--- config.mk ---
export PLATFORM = sky130hd
export DESIGN_NAME = supply_voltage_monitor
export DESIGN_NICKNAME = d
export VERILOG_FILES = /design/src/rtl/low_filter.v /design/src/rtl/sticky_events.v /design/src/rtl/supply_voltage_monitor.v
export VERILOG_INCLUDE_DIRS = /design/src /design/src/rtl
export SDC_FILE = /design/constraint.sdc
export NUM_CORES = 1
export LEC_CHECK = 0
export BUFFER_PORTS_ARGS = -buffer_cell sky130_fd_sc_hd__buf_2
export CORE_MARGIN = 2
export CORE_UTILIZATION = 40
export DETAILED_ROUTE_END_ITERATION = 10
export HOLD_SLACK_MARGIN = 0.15
export PLACE_DENSITY = 0.74
export SLEW_MARGIN = 40
export SYNTH_ARGS = -nofsm -noshare
export SYNTH_HDL_FRONTEND = slang
export SYNTH_SLANG_ARGS = --single-unit
--- constraint.sdc ---
create_clock -name sys_clk -period 1.6 [get_ports sys_clk]
set_input_delay 0.24 -clock sys_clk [delete_from_list [all_inputs] [get_ports sys_clk]]
set_output_delay 0.24 -clock sys_clk [all_outputs]
set_load 0.05 [all_outputs]
--- src/rtl/supply_monitor_consts.vh ---
// constants for the supply voltage monitor block
// assumes a 50 MHz sys_clk and an Avalon-MM slave with 32-bit data
`ifndef SUPPLY_MONITOR_CONSTS_VH
`define SUPPLY_MONITOR_CONSTS_VH

// register word addresses (byte address = 4 * index)
`define ADDR_W 4
`define OFS_STATUS_CONTROL 4'h0
`define OFS_CONFIG 4'h1
`define OFS_EVENT_STATUS 4'h2
`define OFS_EVENT_MASK 4'h3

// status/control bit positions
`define BIT_FLAG 7
`define BIT_TRIP_SEL 0

// config bit positions
`define BIT_POWER 0
`define BIT_RST_EN 1

// event bit positions
`define EV_RESET 0
`define EV_FLAG_RISE 1
`define EV_W 2

// reset values
`define RST_POWER 1'b1
`define RST_RST_EN 1'b1
`define RST_TRIP_SEL 1'b0

// filter counts in reference clock cycles
`define CNT_W 6
`define RESET_FILTER_CYCLES 6'h09
`define FLAG_FILTER_CYCLES 6'h24
`define RECOVER_CYCLES 6'h01

`endif

--- src/rtl/low_filter.v ---
// saturating run-length filter on a low-supply indication
// assumes the indication is synchronous to sys_clk
`timescale 1ns/1ps
module low_filter #(
  parameter [5:0] LIMIT = 6'h09
) (
  input wire sys_clk,
  input wire srst,
  input wire run,
  input wire below,
  output wire reached
);
  reg [5:0] count;

  // restart whenever the supply rises or the filter is idle
  always @(posedge sys_clk) begin
    if (srst || !run || !below) begin
      count <= 6'h00;
    end else if (count != LIMIT) begin
      count <= count + 6'h01;
    end
  end

  // saturation at the limit marks the run length met
  assign reached = run && below && (count == LIMIT);
endmodule // low_filter

--- src/rtl/sticky_events.v ---
// sticky event bits with write-one-to-clear and a mask
// assumes one-cycle event pulses and one-cycle clear strobes
`timescale 1ns/1ps
module sticky_events #(
  parameter W = 2
) (
  input wire sys_clk,
  input wire srst,
  input wire [W-1:0] events,
  input wire clear_strobe,
  input wire [W-1:0] clear_bits,
  input wire [W-1:0] mask,
  output reg [W-1:0] status,
  output wire irq
);
  // a set in the same cycle as a clear wins
  always @(posedge sys_clk) begin
    if (srst) begin
      status <= {W{1'b0}};
    end else begin
      status <= (status & ~(clear_strobe ? clear_bits : {W{1'b0}}))
        | events;
    end
  end

  assign irq = |(status & mask);
endmodule // sticky_events

--- src/rtl/supply_voltage_monitor.v ---
// digital side of the supply voltage monitor: filters, reset, flag
// assumes comparator levels synchronous to sys_clk, Avalon-MM master
//
// Notes on behaviour
// - monitor comes out of reset enabled, no software setup needed
// - comparison active only while the power bit is set
// - reset after nine or more consecutive cycles at or below trip
// - reset held until above trip plus hysteresis for one cycle
// - undervoltage flag set through its own filter, not straight from the comparator
// - active low reset pin driven low during monitor reset
// - tolerance select resets to zero, ten percent; one selects five
// - flag read-only, cleared by reset, set after 32 to 40 cycles low
// - flag zero above recovery, held in hysteresis band, one past 40
// - tolerance change with both bits set resets if below new trip
// - monitor raises no interrupt request of its own; event_irq is raised here for unmasked events
// - stays active in wait mode; its reset ends wait
// - stays active in stop mode; its reset ends stop
//
// Design decisions made here: register access over Avalon-MM and the placing of the registers.
`include "supply_monitor_consts.vh"
`timescale 1ns/1ps
module supply_voltage_monitor (
  input wire sys_clk,
  input wire srst,
  // comparator levels for both tolerance settings
  input wire below_trip_5pct,
  input wire above_recovery_5pct,
  input wire below_trip_10pct,
  input wire above_recovery_10pct,
  // low power modes of the core
  input wire wait_mode,
  input wire stop_mode,
  // Avalon-MM slave
  input wire [3:0] avs_address,
  input wire avs_read,
  input wire avs_write,
  input wire [31:0] avs_writedata,
  input wire [3:0] avs_byteenable,
  output reg [31:0] avs_readdata,
  output wire avs_waitrequest,
  output reg avs_response_error,
  // outputs
  output reg monitor_reset,
  output wire reset_pin_n_out,
  output wire reset_pin_oe_n,
  output wire wake_request,
  output reg undervoltage_flag,
  output wire event_irq
);
  reg monitor_power_bit;
  reg monitor_reset_enable_bit;
  reg trip_tolerance_select;
  reg [`EV_W-1:0] event_mask;
  reg ack_phase;
  reg prev_flag;
  wire below_trip;
  wire above_recovery;
  wire reset_filter_hit;
  wire flag_filter_hit;
  wire reset_armed;
  wire flag_armed;
  wire bus_req;
  wire wr_take;
  wire rd_take;
  wire [`EV_W-1:0] event_status;
  wire [`EV_W-1:0] events;
  wire reset_rise;
  wire flag_rise;
  wire ev_clear;

  // one wait state: request taken on the second cycle it is seen
  assign bus_req = avs_read | avs_write;
  assign avs_waitrequest = bus_req & ~ack_phase;
  assign wr_take = avs_write & ack_phase;
  assign rd_take = avs_read & ack_phase;

  always @(posedge sys_clk) begin
    if (srst) begin
      ack_phase <= 1'b0;
    end else begin
      ack_phase <= bus_req & ~ack_phase;
    end
  end

  // comparator selected by tolerance; new selection acts at once
  assign below_trip = trip_tolerance_select ? below_trip_5pct
    : below_trip_10pct;
  assign above_recovery = trip_tolerance_select ? above_recovery_5pct
    : above_recovery_10pct;

  // power bit gates all comparison, in run, wait and stop alike
  assign reset_armed = monitor_power_bit & monitor_reset_enable_bit;
  assign flag_armed = monitor_power_bit;

  low_filter #(
    .LIMIT(`RESET_FILTER_CYCLES)
  ) u_reset_filter (
    .sys_clk(sys_clk),
    .srst(srst),
    .run(reset_armed),
    .below(below_trip),
    .reached(reset_filter_hit)
  );

  // flag set at 36 cycles, inside the 32 to 40 window
  low_filter #(
    .LIMIT(`FLAG_FILTER_CYCLES)
  ) u_flag_filter (
    .sys_clk(sys_clk),
    .srst(srst),
    .run(flag_armed),
    .below(below_trip),
    .reached(flag_filter_hit)
  );

  // config registers: enabled out of reset, ten percent tolerance
  always @(posedge sys_clk) begin
    if (srst) begin
      monitor_power_bit <= `RST_POWER;
      monitor_reset_enable_bit <= `RST_RST_EN;
      trip_tolerance_select <= `RST_TRIP_SEL;
      event_mask <= {`EV_W{1'b0}};
    end else if (wr_take && avs_byteenable[0]) begin
      case (avs_address)
        `OFS_STATUS_CONTROL: begin
          trip_tolerance_select <= avs_writedata[`BIT_TRIP_SEL];
        end
        `OFS_CONFIG: begin
          monitor_power_bit <= avs_writedata[`BIT_POWER];
          monitor_reset_enable_bit <= avs_writedata[`BIT_RST_EN];
        end
        `OFS_EVENT_MASK: begin
          event_mask <= avs_writedata[`EV_W-1:0];
        end
        default: begin
          event_mask <= event_mask;
        end
      endcase
    end
  end

  // reset: asserted after filter, released after one cycle above
  // recovery; band between trip and recovery keeps it asserted
  always @(posedge sys_clk) begin
    if (srst) begin
      monitor_reset <= 1'b0;
    end else if (reset_filter_hit) begin
      monitor_reset <= 1'b1;
    end else if (monitor_reset && (above_recovery || !reset_armed)) begin
      monitor_reset <= 1'b0;
    end
  end

  // the pin is pulled low while reset stands, released otherwise
  assign reset_pin_n_out = 1'b0;
  assign reset_pin_oe_n = ~monitor_reset;
  // reset also wakes the core from wait or stop
  assign wake_request = monitor_reset & (wait_mode | stop_mode);

  // flag: set by filter, cleared above recovery, held in band
  always @(posedge sys_clk) begin
    if (srst || !monitor_power_bit) begin
      undervoltage_flag <= 1'b0;
    end else if (flag_filter_hit) begin
      undervoltage_flag <= 1'b1;
    end else if (above_recovery) begin
      undervoltage_flag <= 1'b0;
    end
  end

  always @(posedge sys_clk) begin
    if (srst) begin
      prev_flag <= 1'b0;
    end else begin
      prev_flag <= undervoltage_flag;
    end
  end

  // status events for software, raised on event_irq when unmasked
  assign reset_rise = reset_filter_hit & ~monitor_reset;
  assign flag_rise = undervoltage_flag & ~prev_flag;
  assign events = {flag_rise, reset_rise};
  assign ev_clear = wr_take & avs_byteenable[0]
    & (avs_address == `OFS_EVENT_STATUS);

  sticky_events #(
    .W(`EV_W)
  ) u_events (
    .sys_clk(sys_clk),
    .srst(srst),
    .events(events),
    .clear_strobe(ev_clear),
    .clear_bits(avs_writedata[`EV_W-1:0]),
    .mask(event_mask),
    .status(event_status),
    .irq(event_irq)
  );

  // read data and error answer registered one edge before the accept edge
  always @(posedge sys_clk) begin
    if (srst) begin
      avs_readdata <= 32'h00000000;
      avs_response_error <= 1'b0;
    end else if (bus_req && !ack_phase) begin
      avs_readdata <= 32'h00000000;
      avs_response_error <= 1'b0;
      case (avs_address)
        `OFS_STATUS_CONTROL: begin
          avs_readdata[`BIT_FLAG] <= undervoltage_flag;
          avs_readdata[`BIT_TRIP_SEL] <= trip_tolerance_select;
        end
        `OFS_CONFIG: begin
          avs_readdata[`BIT_POWER] <= monitor_power_bit;
          avs_readdata[`BIT_RST_EN] <= monitor_reset_enable_bit;
        end
        `OFS_EVENT_STATUS: begin
          avs_readdata[`EV_W-1:0] <= event_status;
        end
        `OFS_EVENT_MASK: begin
          avs_readdata[`EV_W-1:0] <= event_mask;
        end
        default: begin
          avs_response_error <= 1'b1;
        end
      endcase
    end
  end
endmodule // supply_voltage_monitor

==> results of run 1 <==
-- cell type report --
cell class                      count  area share
Multi-Input combinational cell    139      0.5108
Timing Repair Buffer               31     0.09640
Clock inverter                      1    0.002878
Inverter                            8     0.01942
Clock buffer                        3     0.02374
Sequential cell                    27      0.3122
Tap cell                           48     0.03453
-- routing by layer --
metal,up-vias,part of all wire
li1,623,-
met4,0,0.017
met2,42,0.44
met1,563,0.48
met3,5,0.061
met5,-,0
-- critical path: cells and delay by family, from the launching register on --
| kind | cells | cell delay, ps |
|---|---|---|
| flops | 1 | 340 |
| buf+inv | 1 | 80 |
| fa+ha+maj | 1 | 180 |
| compound gates | 1 | 190 |
| simple gates | 2 | 640 |
-- state kept, by name, summed over array words and instances (netlist names), 2 cells and up --
signal,cells
u_events.status,2
avs_readdata,3
u_flag_filter.count,6
u_reset_filter.count,6
event_mask,2
-- repair_timing --
item                                    4_1_cts  5_1_grt
hold endpoints to repair                      0        0
endpoints found under the setup margin        0        1
resized for setup                             0        2
-- worst paths after layout --
kind	to	slack, ps	cells after the start
max	u_events.status[0]	100	5
min	event_mask[1]	250	3
max reg2reg	u_events.status[0]	100	5
min reg2reg	avs_readdata[7]	460	2
-- placed cells by master, fill, tap and decap left out, drive strengths merged, types with 2 or more instances in the layout --
| master | netlist | final |
|---|---|---|
| nand2b | 6 | 6 |
| a21oi | 9 | 9 |
| conb | 1 | 30 |
| nor2 | 14 | 14 |
| nand4bb | 2 | 2 |
| o21a | 2 | 2 |
| o21ai | 4 | 4 |
| ha | 4 | 4 |
| a211oi | 2 | 2 |
| buf | 32 | 31 |
| dfxtp | 27 | 27 |
| mux2i | 7 | 7 |
| xor2 | 5 | 5 |
| nor3 | 6 | 6 |
| inv | 8 | 7 |
| o41ai | 2 | 2 |
| nor2b | 2 | 2 |
| nand2 | 9 | 9 |
| clkbuf | 3 | 3 |
| or3 | 2 | 2 |
| mux2 | 2 | 2 |
| nand4 | 2 | 2 |
| nand3 | 9 | 9 |
| or4b | 2 | 2 |
-- stage by stage --
stage	cell area [um2]	utilization
6_report	1739	0.4646
5_1_grt	1739	0.4646
4_1_cts	1735	0.4636
3_5_place_dp	1689	0.4512
3_3_place_gp	1689	0.4512
2_1_floorplan	1714	-
-- cell families after synthesis --
group / Yosys count / share of synthesized area
and+or+nand+nor: 63 / 0.2333
adders and majority gates: 4 / 0.03142
DFF: 27 / 0.3394
other: 1 / 0.002354
AOI/OAI and AO/OA: 27 / 0.1226
xor gates and xnor gates: 6 / 0.03299
muxes: 9 / 0.06049
buffers and inverters: 43 / 0.1775
-- power by group through the flow --
stage / sequential (mW) / clock, mW / combinational, mW
final: 0.689 / 0.385 / 0.289
after global routing: 0.692 / 0.427 / 0.309
after CTS: 0.689 / 0.402 / 0.288
after detailed placement: 0.705 / 0 / 0.288
after global placement: 0.704 / 0 / 0.286
after floorplan: 0.715 / 0 / 0.287
==> impl_metrics.prom, run 1 <==
# TYPE chip_impl_metric gauge
chip_impl_metric{name="max_freq",unit="MHz"} 668.7
chip_impl_metric{name="cts_htree_levels",unit=""} 1
chip_impl_metric{name="netlist-cell-type-count",unit=""} 48
chip_impl_info{name="netlist_top_cells_count",value="30 x sky130_fd_sc_hd__buf_4, 27 x sky130_fd_sc_hd__dfxtp_1, 14 x sky130_fd_sc_hd__nor2_1"} 1
chip_impl_metric{name="drt_first_iter_violations",unit=""} 51
chip_impl_metric{name="final_hold_viol_count",unit=""} 0
chip_impl_metric{name="timing.final.setup_violations",unit=""} 0
chip_impl_metric{name="cp_slowest_stage_delay",unit="ps"} 510
chip_impl_metric{name="peakVddDrop",unit="mV"} 0.5862
chip_impl_info{name="grt.busiest_layer",value="met2"} 1
chip_impl_metric{name="placement_rows",unit=""} 22
chip_impl_metric{name="cts.clk_slew.worst_paths",unit="ps"} 90
chip_impl_metric{name="core_area",unit="mm2"} 0.003744
chip_impl_metric{name="numCtsBuffers",unit=""} 3
chip_impl_metric{name="routedWlPerCell",unit="um"} 10.63
chip_impl_metric{name="place_ws",unit="ps"} 94.21
chip_impl_metric{name="static-leakage-power",unit="nW"} 0.7185
chip_impl_metric{name="antenna_left",unit=""} 0
chip_impl_metric{name="grt_pass1_vias",unit=""} 1039
chip_impl_metric{name="p_seq_frac",unit=""} 0.506
chip_impl_info{name="critical_path.slowest_cell",value="sky130_fd_sc_hd__or4b_4"} 1
chip_impl_metric{name="fill_cells",unit=""} 372
chip_impl_metric{name="worst_slew_pin_slew",unit="ps"} 508.0
chip_impl_metric{name="met2_usage",unit=""} 0.2017
chip_impl_metric{name="period_minus_slack",unit="ps"} 1495
chip_impl_metric{name="fin_worst_hold_slack",unit="ps"} 252.0
chip_impl_info{name="hold_path_class",value="primary input to flip-flop"} 1
chip_impl_metric{name="grt_first_pass_wirelength",unit="um"} 4526
chip_impl_info{name="synth_ff_type",value="sky130_fd_sc_hd__dfxtp_1"} 1
chip_impl_metric{name="max_root_sink_buffers",unit=""} 2
chip_impl_metric{name="wirelength",unit="um"} 2731
chip_impl_metric{name="final-seq-area",unit="um2"} 543.0
chip_impl_info{name="tritoncts",value="built"} 1
chip_impl_metric{name="synth_edf_count",unit=""} 0
chip_impl_metric{name="synth-seq-cells",unit=""} 27
chip_impl_metric{name="gpl.final_weighted_congestion",unit=""} 0.8506
chip_impl_metric{name="postLayoutSetupSlackWorst",unit="ps"} 104.6
chip_impl_info{name="timing.hold.worst.start",value="avs_writedata[1]"} 1
chip_impl_metric{name="power.density_cell_area",unit="mW/mm2"} 784.0
chip_impl_metric{name="cts_hold_buf",unit=""} 0
chip_impl_metric{name="postCtsSetupBuffers",unit=""} 0
chip_impl_metric{name="totalNegativeSetupSlack",unit="ps"} 0
chip_impl_metric{name="top_level_ports",unit=""} 90
chip_impl_info{name="rsz_0062_raised_after_global_routing",value="no"} 1
chip_impl_metric{name="die_width",unit="um"} 67.10
chip_impl_metric{name="num_antenna_cells",unit=""} 0
chip_impl_metric{name="final-max-slew-violation-count",unit=""} 0
chip_impl_metric{name="clkLatencyLatePin",unit="ps"} 270
chip_impl_metric{name="globalRouteMet1Util",unit=""} 0.1746
chip_impl_metric{name="fraction_of_power_spent_switching_nets",unit=""} 0.3322
chip_impl_metric{name="skew",unit="ps"} 7.772
chip_impl_metric{name="fraction_of_the_yosys_area_taken_by_sequential_cells",unit=""} 0.3394
chip_impl_metric{name="internal-power",unit="uW"} 910.6
chip_impl_metric{name="min_period_over_period",unit=""} 0.9346
chip_impl_metric{name="remaining_drc_errors",unit=""} 0
chip_impl_metric{name="cp_data_arrival_time",unit="ps"} 1690
chip_impl_metric{name="synth-async-reset-ratio",unit=""} 0
chip_impl_metric{name="p_clk_frac",unit=""} 0.283
chip_impl_metric{name="critPathMaxFanout",unit=""} 3
chip_impl_metric{name="dp.final_hpwl",unit="um"} 2129
chip_impl_metric{name="die_area",unit="mm2"} 0.004502
chip_impl_metric{name="vias_per_cell",unit=""} 4.798
chip_impl_metric{name="syn-mean-instance-area",unit="um2"} 8.849
chip_impl_metric{name="floorplan.initialDensity",unit=""} 0.4255
chip_impl_metric{name="tritoncts_sinks",unit=""} 27
chip_impl_info{name="most_numerous_cell_in_the_yosys_netlist",value="sky130_fd_sc_hd__buf_4"} 1
chip_impl_info{name="criticalPathCategory",value="flip-flop to flip-flop"} 1
chip_impl_metric{name="synth_largest_type_area_fraction",unit=""} 0.3394
chip_impl_metric{name="area.growth.synth_to_final",unit="%"} 9.191
chip_impl_metric{name="grt_start_max_net_pins",unit=""} 22
chip_impl_info{name="status",value="complete, no violations"} 1
chip_impl_metric{name="p_sw",unit="uW"} 452.9
chip_impl_metric{name="count_of_input_and_output_buffers",unit=""} 26
chip_impl_metric{name="total_power",unit="mW"} 1.363
chip_impl_metric{name="max_cap_viol_count",unit=""} 0
chip_impl_info{name="synth.area.top_cells",value="sky130_fd_sc_hd__dfxtp_1 34%, sky130_fd_sc_hd__buf_4 14%, sky130_fd_sc_hd__mux2i_1 4.4%"} 1
chip_impl_info{name="cp-startpoint",value="u_reset_filter.count[1]"} 1
chip_impl_metric{name="global_route_usage_over_all_layers",unit=""} 0.1338
chip_impl_metric{name="total_area_of_multi_input_combinational_cells",unit="um2"} 888.4
chip_impl_metric{name="synth_cells",unit=""} 180
chip_impl_metric{name="ys_warn_count",unit=""} 0
chip_impl_info{name="synth_top_cell_by_area",value="sky130_fd_sc_hd__dfxtp_1"} 1
chip_impl_metric{name="total_overflow_reported_by_the_global_router",unit=""} 0
chip_impl_metric{name="fin_cells",unit=""} 257
chip_impl_metric{name="max-slew-margin-rel",unit=""} 0.6582
chip_impl_info{name="clock-root-buffer",value="sky130_fd_sc_hd__clkbuf_8"} 1
chip_impl_info{name="cells_traversed_along_the_worst_timing_path",value="inv_1 -> ha_2 -> nand4bb_2 -> or4b_4 -> o32ai_2"} 1
chip_impl_metric{name="placed_cells",unit=""} 253
chip_impl_info{name="setup.worst_path.end_class",value="flip-flop"} 1
chip_impl_metric{name="initial_drt_pass_iterations",unit=""} 4
chip_impl_metric{name="final_nets",unit=""} 264
chip_impl_metric{name="critical_path_required",unit="ps"} 1800
chip_impl_metric{name="syn_area",unit="mm2"} 0.001593
chip_impl_metric{name="initial_antenna_violation_count",unit=""} 0
chip_impl_metric{name="chipHeight",unit="um"} 67.10
chip_impl_info{name="startpoint_type",value="flip-flop"} 1
chip_impl_metric{name="combinational_power_share",unit=""} 0.212
chip_impl_metric{name="routed-via-count",unit=""} 1233
chip_impl_info{name="startpoint_of_the_lowest_slack_register_to_register_path",value="u_reset_filter.count[1]"} 1
chip_impl_metric{name="met3_usage",unit=""} 0.03885
chip_impl_metric{name="drive_above_1_share",unit=""} 0.2440
Note: power is estimated with default switching activity, not from simulation.
==> run 2: changes to the inputs <==
- CORE_UTILIZATION: 40 -> 44
- PLACE_DENSITY: 0.74 -> 0.8
==> run 2 against run 1 <==
Against the previous run: clock power is 22% lower; non-clock buffer count rose by 1; register-to-register slack worse by 20 ps; critical path depth is 2 lower; fmax down 2.5%; global-route usage increased by 0.066 points; clock skew fell by 2.0 ps; die area shrank 8.6%; final cell count is 0.39% lower; highest routed layer unchanged.
==> impl_metrics.prom, run 2 (synthesized netlist as in run 1, its figures left out) <==
# TYPE chip_impl_metric gauge
chip_impl_info{name="status",value="complete, no violations"} 1
chip_impl_metric{name="grt_first_pass_wirelength",unit="um"} 4416
chip_impl_metric{name="count_of_input_and_output_buffers",unit=""} 26
chip_impl_metric{name="min_delay_path_depth",unit=""} 3
chip_impl_metric{name="placed_cells",unit=""} 251
chip_impl_metric{name="dp.final_hpwl",unit="um"} 2152
chip_impl_metric{name="global_route_usage_over_all_layers",unit=""} 0.1345
chip_impl_metric{name="routedWlPerCell",unit="um"} 10.71
chip_impl_metric{name="floorplan.initialDensity",unit=""} 0.4663
chip_impl_metric{name="gpl.final_weighted_congestion",unit=""} 0.8622
chip_impl_metric{name="total_power",unit="mW"} 1.282
chip_impl_metric{name="fin_cells",unit=""} 256
chip_impl_info{name="layout.cells.most_common",value="sky130_fd_sc_hd__conb_1"} 1
chip_impl_info{name="startpoint_type",value="flip-flop"} 1
chip_impl_metric{name="timing.final.setup_violations",unit=""} 0
chip_impl_metric{name="period_minus_slack",unit="ps"} 1534
chip_impl_metric{name="cp_data_arrival_time",unit="ps"} 1290
chip_impl_info{name="cp_top_family",value="buffers and inverters"} 1
chip_impl_info{name="worst_hold_path.endpoint",value="event_mask[1]"} 1
chip_impl_metric{name="core_area",unit="mm2"} 0.003416
chip_impl_info{name="tritoncts",value="built"} 1
chip_impl_metric{name="grt_start_max_net_pins",unit=""} 22
chip_impl_metric{name="static-leakage-power",unit="nW"} 0.7133
chip_impl_metric{name="ff2ff_setup_slack",unit="ps"} 80
chip_impl_metric{name="skew",unit="ps"} 5.748
chip_impl_metric{name="fraction_of_power_spent_switching_nets",unit=""} 0.3478
chip_impl_metric{name="routed-via-count",unit=""} 1232
chip_impl_info{name="timing.hold.worst.start",value="avs_writedata[1]"} 1
chip_impl_metric{name="cts_hold_buf",unit=""} 0
chip_impl_metric{name="final-max-slew-violation-count",unit=""} 0
chip_impl_metric{name="die_width",unit="um"} 64.17
chip_impl_metric{name="ff2ff_path_depth",unit=""} 5
chip_impl_metric{name="final_nets",unit=""} 265
chip_impl_metric{name="top_level_ports",unit=""} 90
chip_impl_metric{name="totalNegativeSetupSlack",unit="ps"} 0
chip_impl_metric{name="remaining_drc_errors",unit=""} 0
chip_impl_metric{name="peakVddDrop",unit="mV"} 0.4618
chip_impl_metric{name="min_period_over_period",unit=""} 0.9585
chip_impl_info{name="hold_path_class",value="primary input to flip-flop"} 1
chip_impl_metric{name="p_seq_frac",unit=""} 0.538
chip_impl_info{name="startpoint_of_the_lowest_slack_register_to_register_path",value="u_reset_filter.count[1]"} 1
chip_impl_metric{name="max_freq",unit="MHz"} 652.0
chip_impl_metric{name="critPathMaxFanout",unit=""} 4
chip_impl_metric{name="power.density_cell_area",unit="mW/mm2"} 743.5
chip_impl_metric{name="max_cap_viol_count",unit=""} 0
chip_impl_metric{name="worstPathBufferInverterCount",unit=""} 2
chip_impl_metric{name="die_area",unit="mm2"} 0.004117
chip_impl_metric{name="chipHeight",unit="um"} 64.17
chip_impl_metric{name="vias_per_cell",unit=""} 4.813
chip_impl_metric{name="drive_above_1_share",unit=""} 0.2429
chip_impl_metric{name="antenna_left",unit=""} 0
chip_impl_metric{name="drt_first_iter_violations",unit=""} 20
chip_impl_info{name="criticalPathCategory",value="flip-flop to output pin"} 1
chip_impl_metric{name="grt_pass1_vias",unit=""} 1044
chip_impl_info{name="rsz_0062_raised_after_global_routing",value="no"} 1
chip_impl_metric{name="post-route-util",unit=""} 0.5048
chip_impl_metric{name="cts.clk_slew.worst_paths",unit="ps"} 140
chip_impl_metric{name="initial_drt_pass_iterations",unit=""} 4
chip_impl_metric{name="combinational_power_share",unit=""} 0.227
chip_impl_metric{name="critical_path_required",unit="ps"} 1360
chip_impl_info{name="cells_traversed_along_the_worst_timing_path",value="o21bai_1 -> inv_1 -> buf_2"} 1
chip_impl_metric{name="fill_cells",unit=""} 335
chip_impl_info{name="timing.rr.end",value="u_events.status[0]"} 1
chip_impl_metric{name="total_overflow_reported_by_the_global_router",unit=""} 0
chip_impl_metric{name="place_ws",unit="ps"} 92.79
chip_impl_metric{name="postLayoutSetupSlackWorst",unit="ps"} 66.35
chip_impl_metric{name="num_antenna_cells",unit=""} 0
chip_impl_metric{name="tritoncts_sinks",unit=""} 27
chip_impl_metric{name="placement_rows",unit=""} 21
chip_impl_metric{name="initial_antenna_violation_count",unit=""} 0
chip_impl_metric{name="p_clk_frac",unit=""} 0.235
chip_impl_info{name="setup.worst_path.end_class",value="output pin"} 1
chip_impl_info{name="critical_path.slowest_cell",value="sky130_fd_sc_hd__dfxtp_1"} 1
chip_impl_metric{name="internal-power",unit="uW"} 836.1
chip_impl_metric{name="final_hold_viol_count",unit=""} 0
chip_impl_metric{name="p_sw",unit="uW"} 445.8
chip_impl_metric{name="wirelength",unit="um"} 2741
chip_impl_metric{name="numCtsBuffers",unit=""} 3
chip_impl_metric{name="clkLatencyLatePin",unit="ps"} 330
chip_impl_metric{name="cts_htree_levels",unit=""} 1
chip_impl_info{name="layout_common_cells",value="30 x sky130_fd_sc_hd__conb_1, 26 x sky130_fd_sc_hd__buf_2, 25 x sky130_fd_sc_hd__dfxtp_1, 13 x sky130_fd_sc_hd__nor2_1"} 1
chip_impl_info{name="layout_top_registers",value="u_flag_filter.count (6), u_reset_filter.count (6), avs_readdata (3)"} 1
chip_impl_metric{name="area.growth.synth_to_final",unit="%"} 8.248
chip_impl_info{name="clock-root-buffer",value="sky130_fd_sc_hd__clkbuf_4"} 1
chip_impl_metric{name="cp_slowest_stage_delay",unit="ps"} 340
chip_impl_metric{name="max_root_sink_buffers",unit=""} 2
run 2: changes by cell type in the layout (fill, tap and decap cells not counted), sizes merged:
cell / before / now
buf: 31 / 32
clkbuf: 3 / 4
clkinv: 1 / 0
run 2: worst max-delay path by stage:
stage | startpoint | endpoint | slack, ps | cells past startpoint
3_3_place_gp | u_reset_filter.count[1] | u_events.status[0] | 100 | 5
4_1_cts | u_reset_filter.count[1] | u_events.status[0] | 60 | 5
3_5_place_dp | u_reset_filter.count[1] | u_events.status[0] | 90 | 5
6_report | ack_phase | avs_waitrequest | 70 | 3
5_1_grt | ack_phase | avs_waitrequest | 2 | 3
2_1_floorplan | monitor_reset | wake_request | 100 | 2
run 2: per-layer routing:
layer  vias up  GRT usage  part of all wire
met5         -          0                 0
met4         0    0.04787             0.016
met3         4    0.02993             0.055
met2        39     0.2161              0.46
met1       559     0.1766              0.47
li1        630          -                 -
run 2: through the flow:
stage          instance area (um2)  hold slack, ps
2_1_floorplan                 1714           323.1
3_3_place_gp                  1687           444.3
3_5_place_dp                  1687           452.4
4_1_cts                       1713           173.8
5_1_grt                       1724           179.3
6_report                      1724           185.8
run 2: layout make-up:
| type | instances | area (um2) | share of cell area |
|---|---|---|---|
| Timing Repair Buffer | 32 | 175.2 | 0.1016 |
| Sequential cell | 27 | 543.0 | 0.3149 |
| Inverter | 8 | 33.78 | 0.01959 |
| Multi-Input combinational cell | 139 | 888.4 | 0.5152 |
| Clock buffer | 4 | 26.28 | 0.01524 |
| Tap cell | 46 | 57.56 | 0.03338 |
run 2: worst min-delay path: cells and delay by family:
| kind | cells | cell delay [ps] |
|---|---|---|
| mux | 1 | 60 |
| simple gates | 1 | 70 |
| buf+inv | 1 | 120 |
run 2: power by group through the flow:
| stage | Clock, mW | Sequential (mW) | Combinational (mW) |
|---|---|---|---|
| floorplan | 0 | 0.715 | 0.287 |
| global placement | 0 | 0.704 | 0.285 |
| detailed placement | 0 | 0.705 | 0.287 |
| CTS | 0.311 | 0.690 | 0.287 |
| global route | 0.327 | 0.692 | 0.309 |
| finish | 0.301 | 0.690 | 0.290 |
run 2: repair_timing:
item,CTS,global route
hold endpoints to repair,0,0
setup buffers,0,1
resized for setup,0,2
endpoints found under the setup margin,0,1
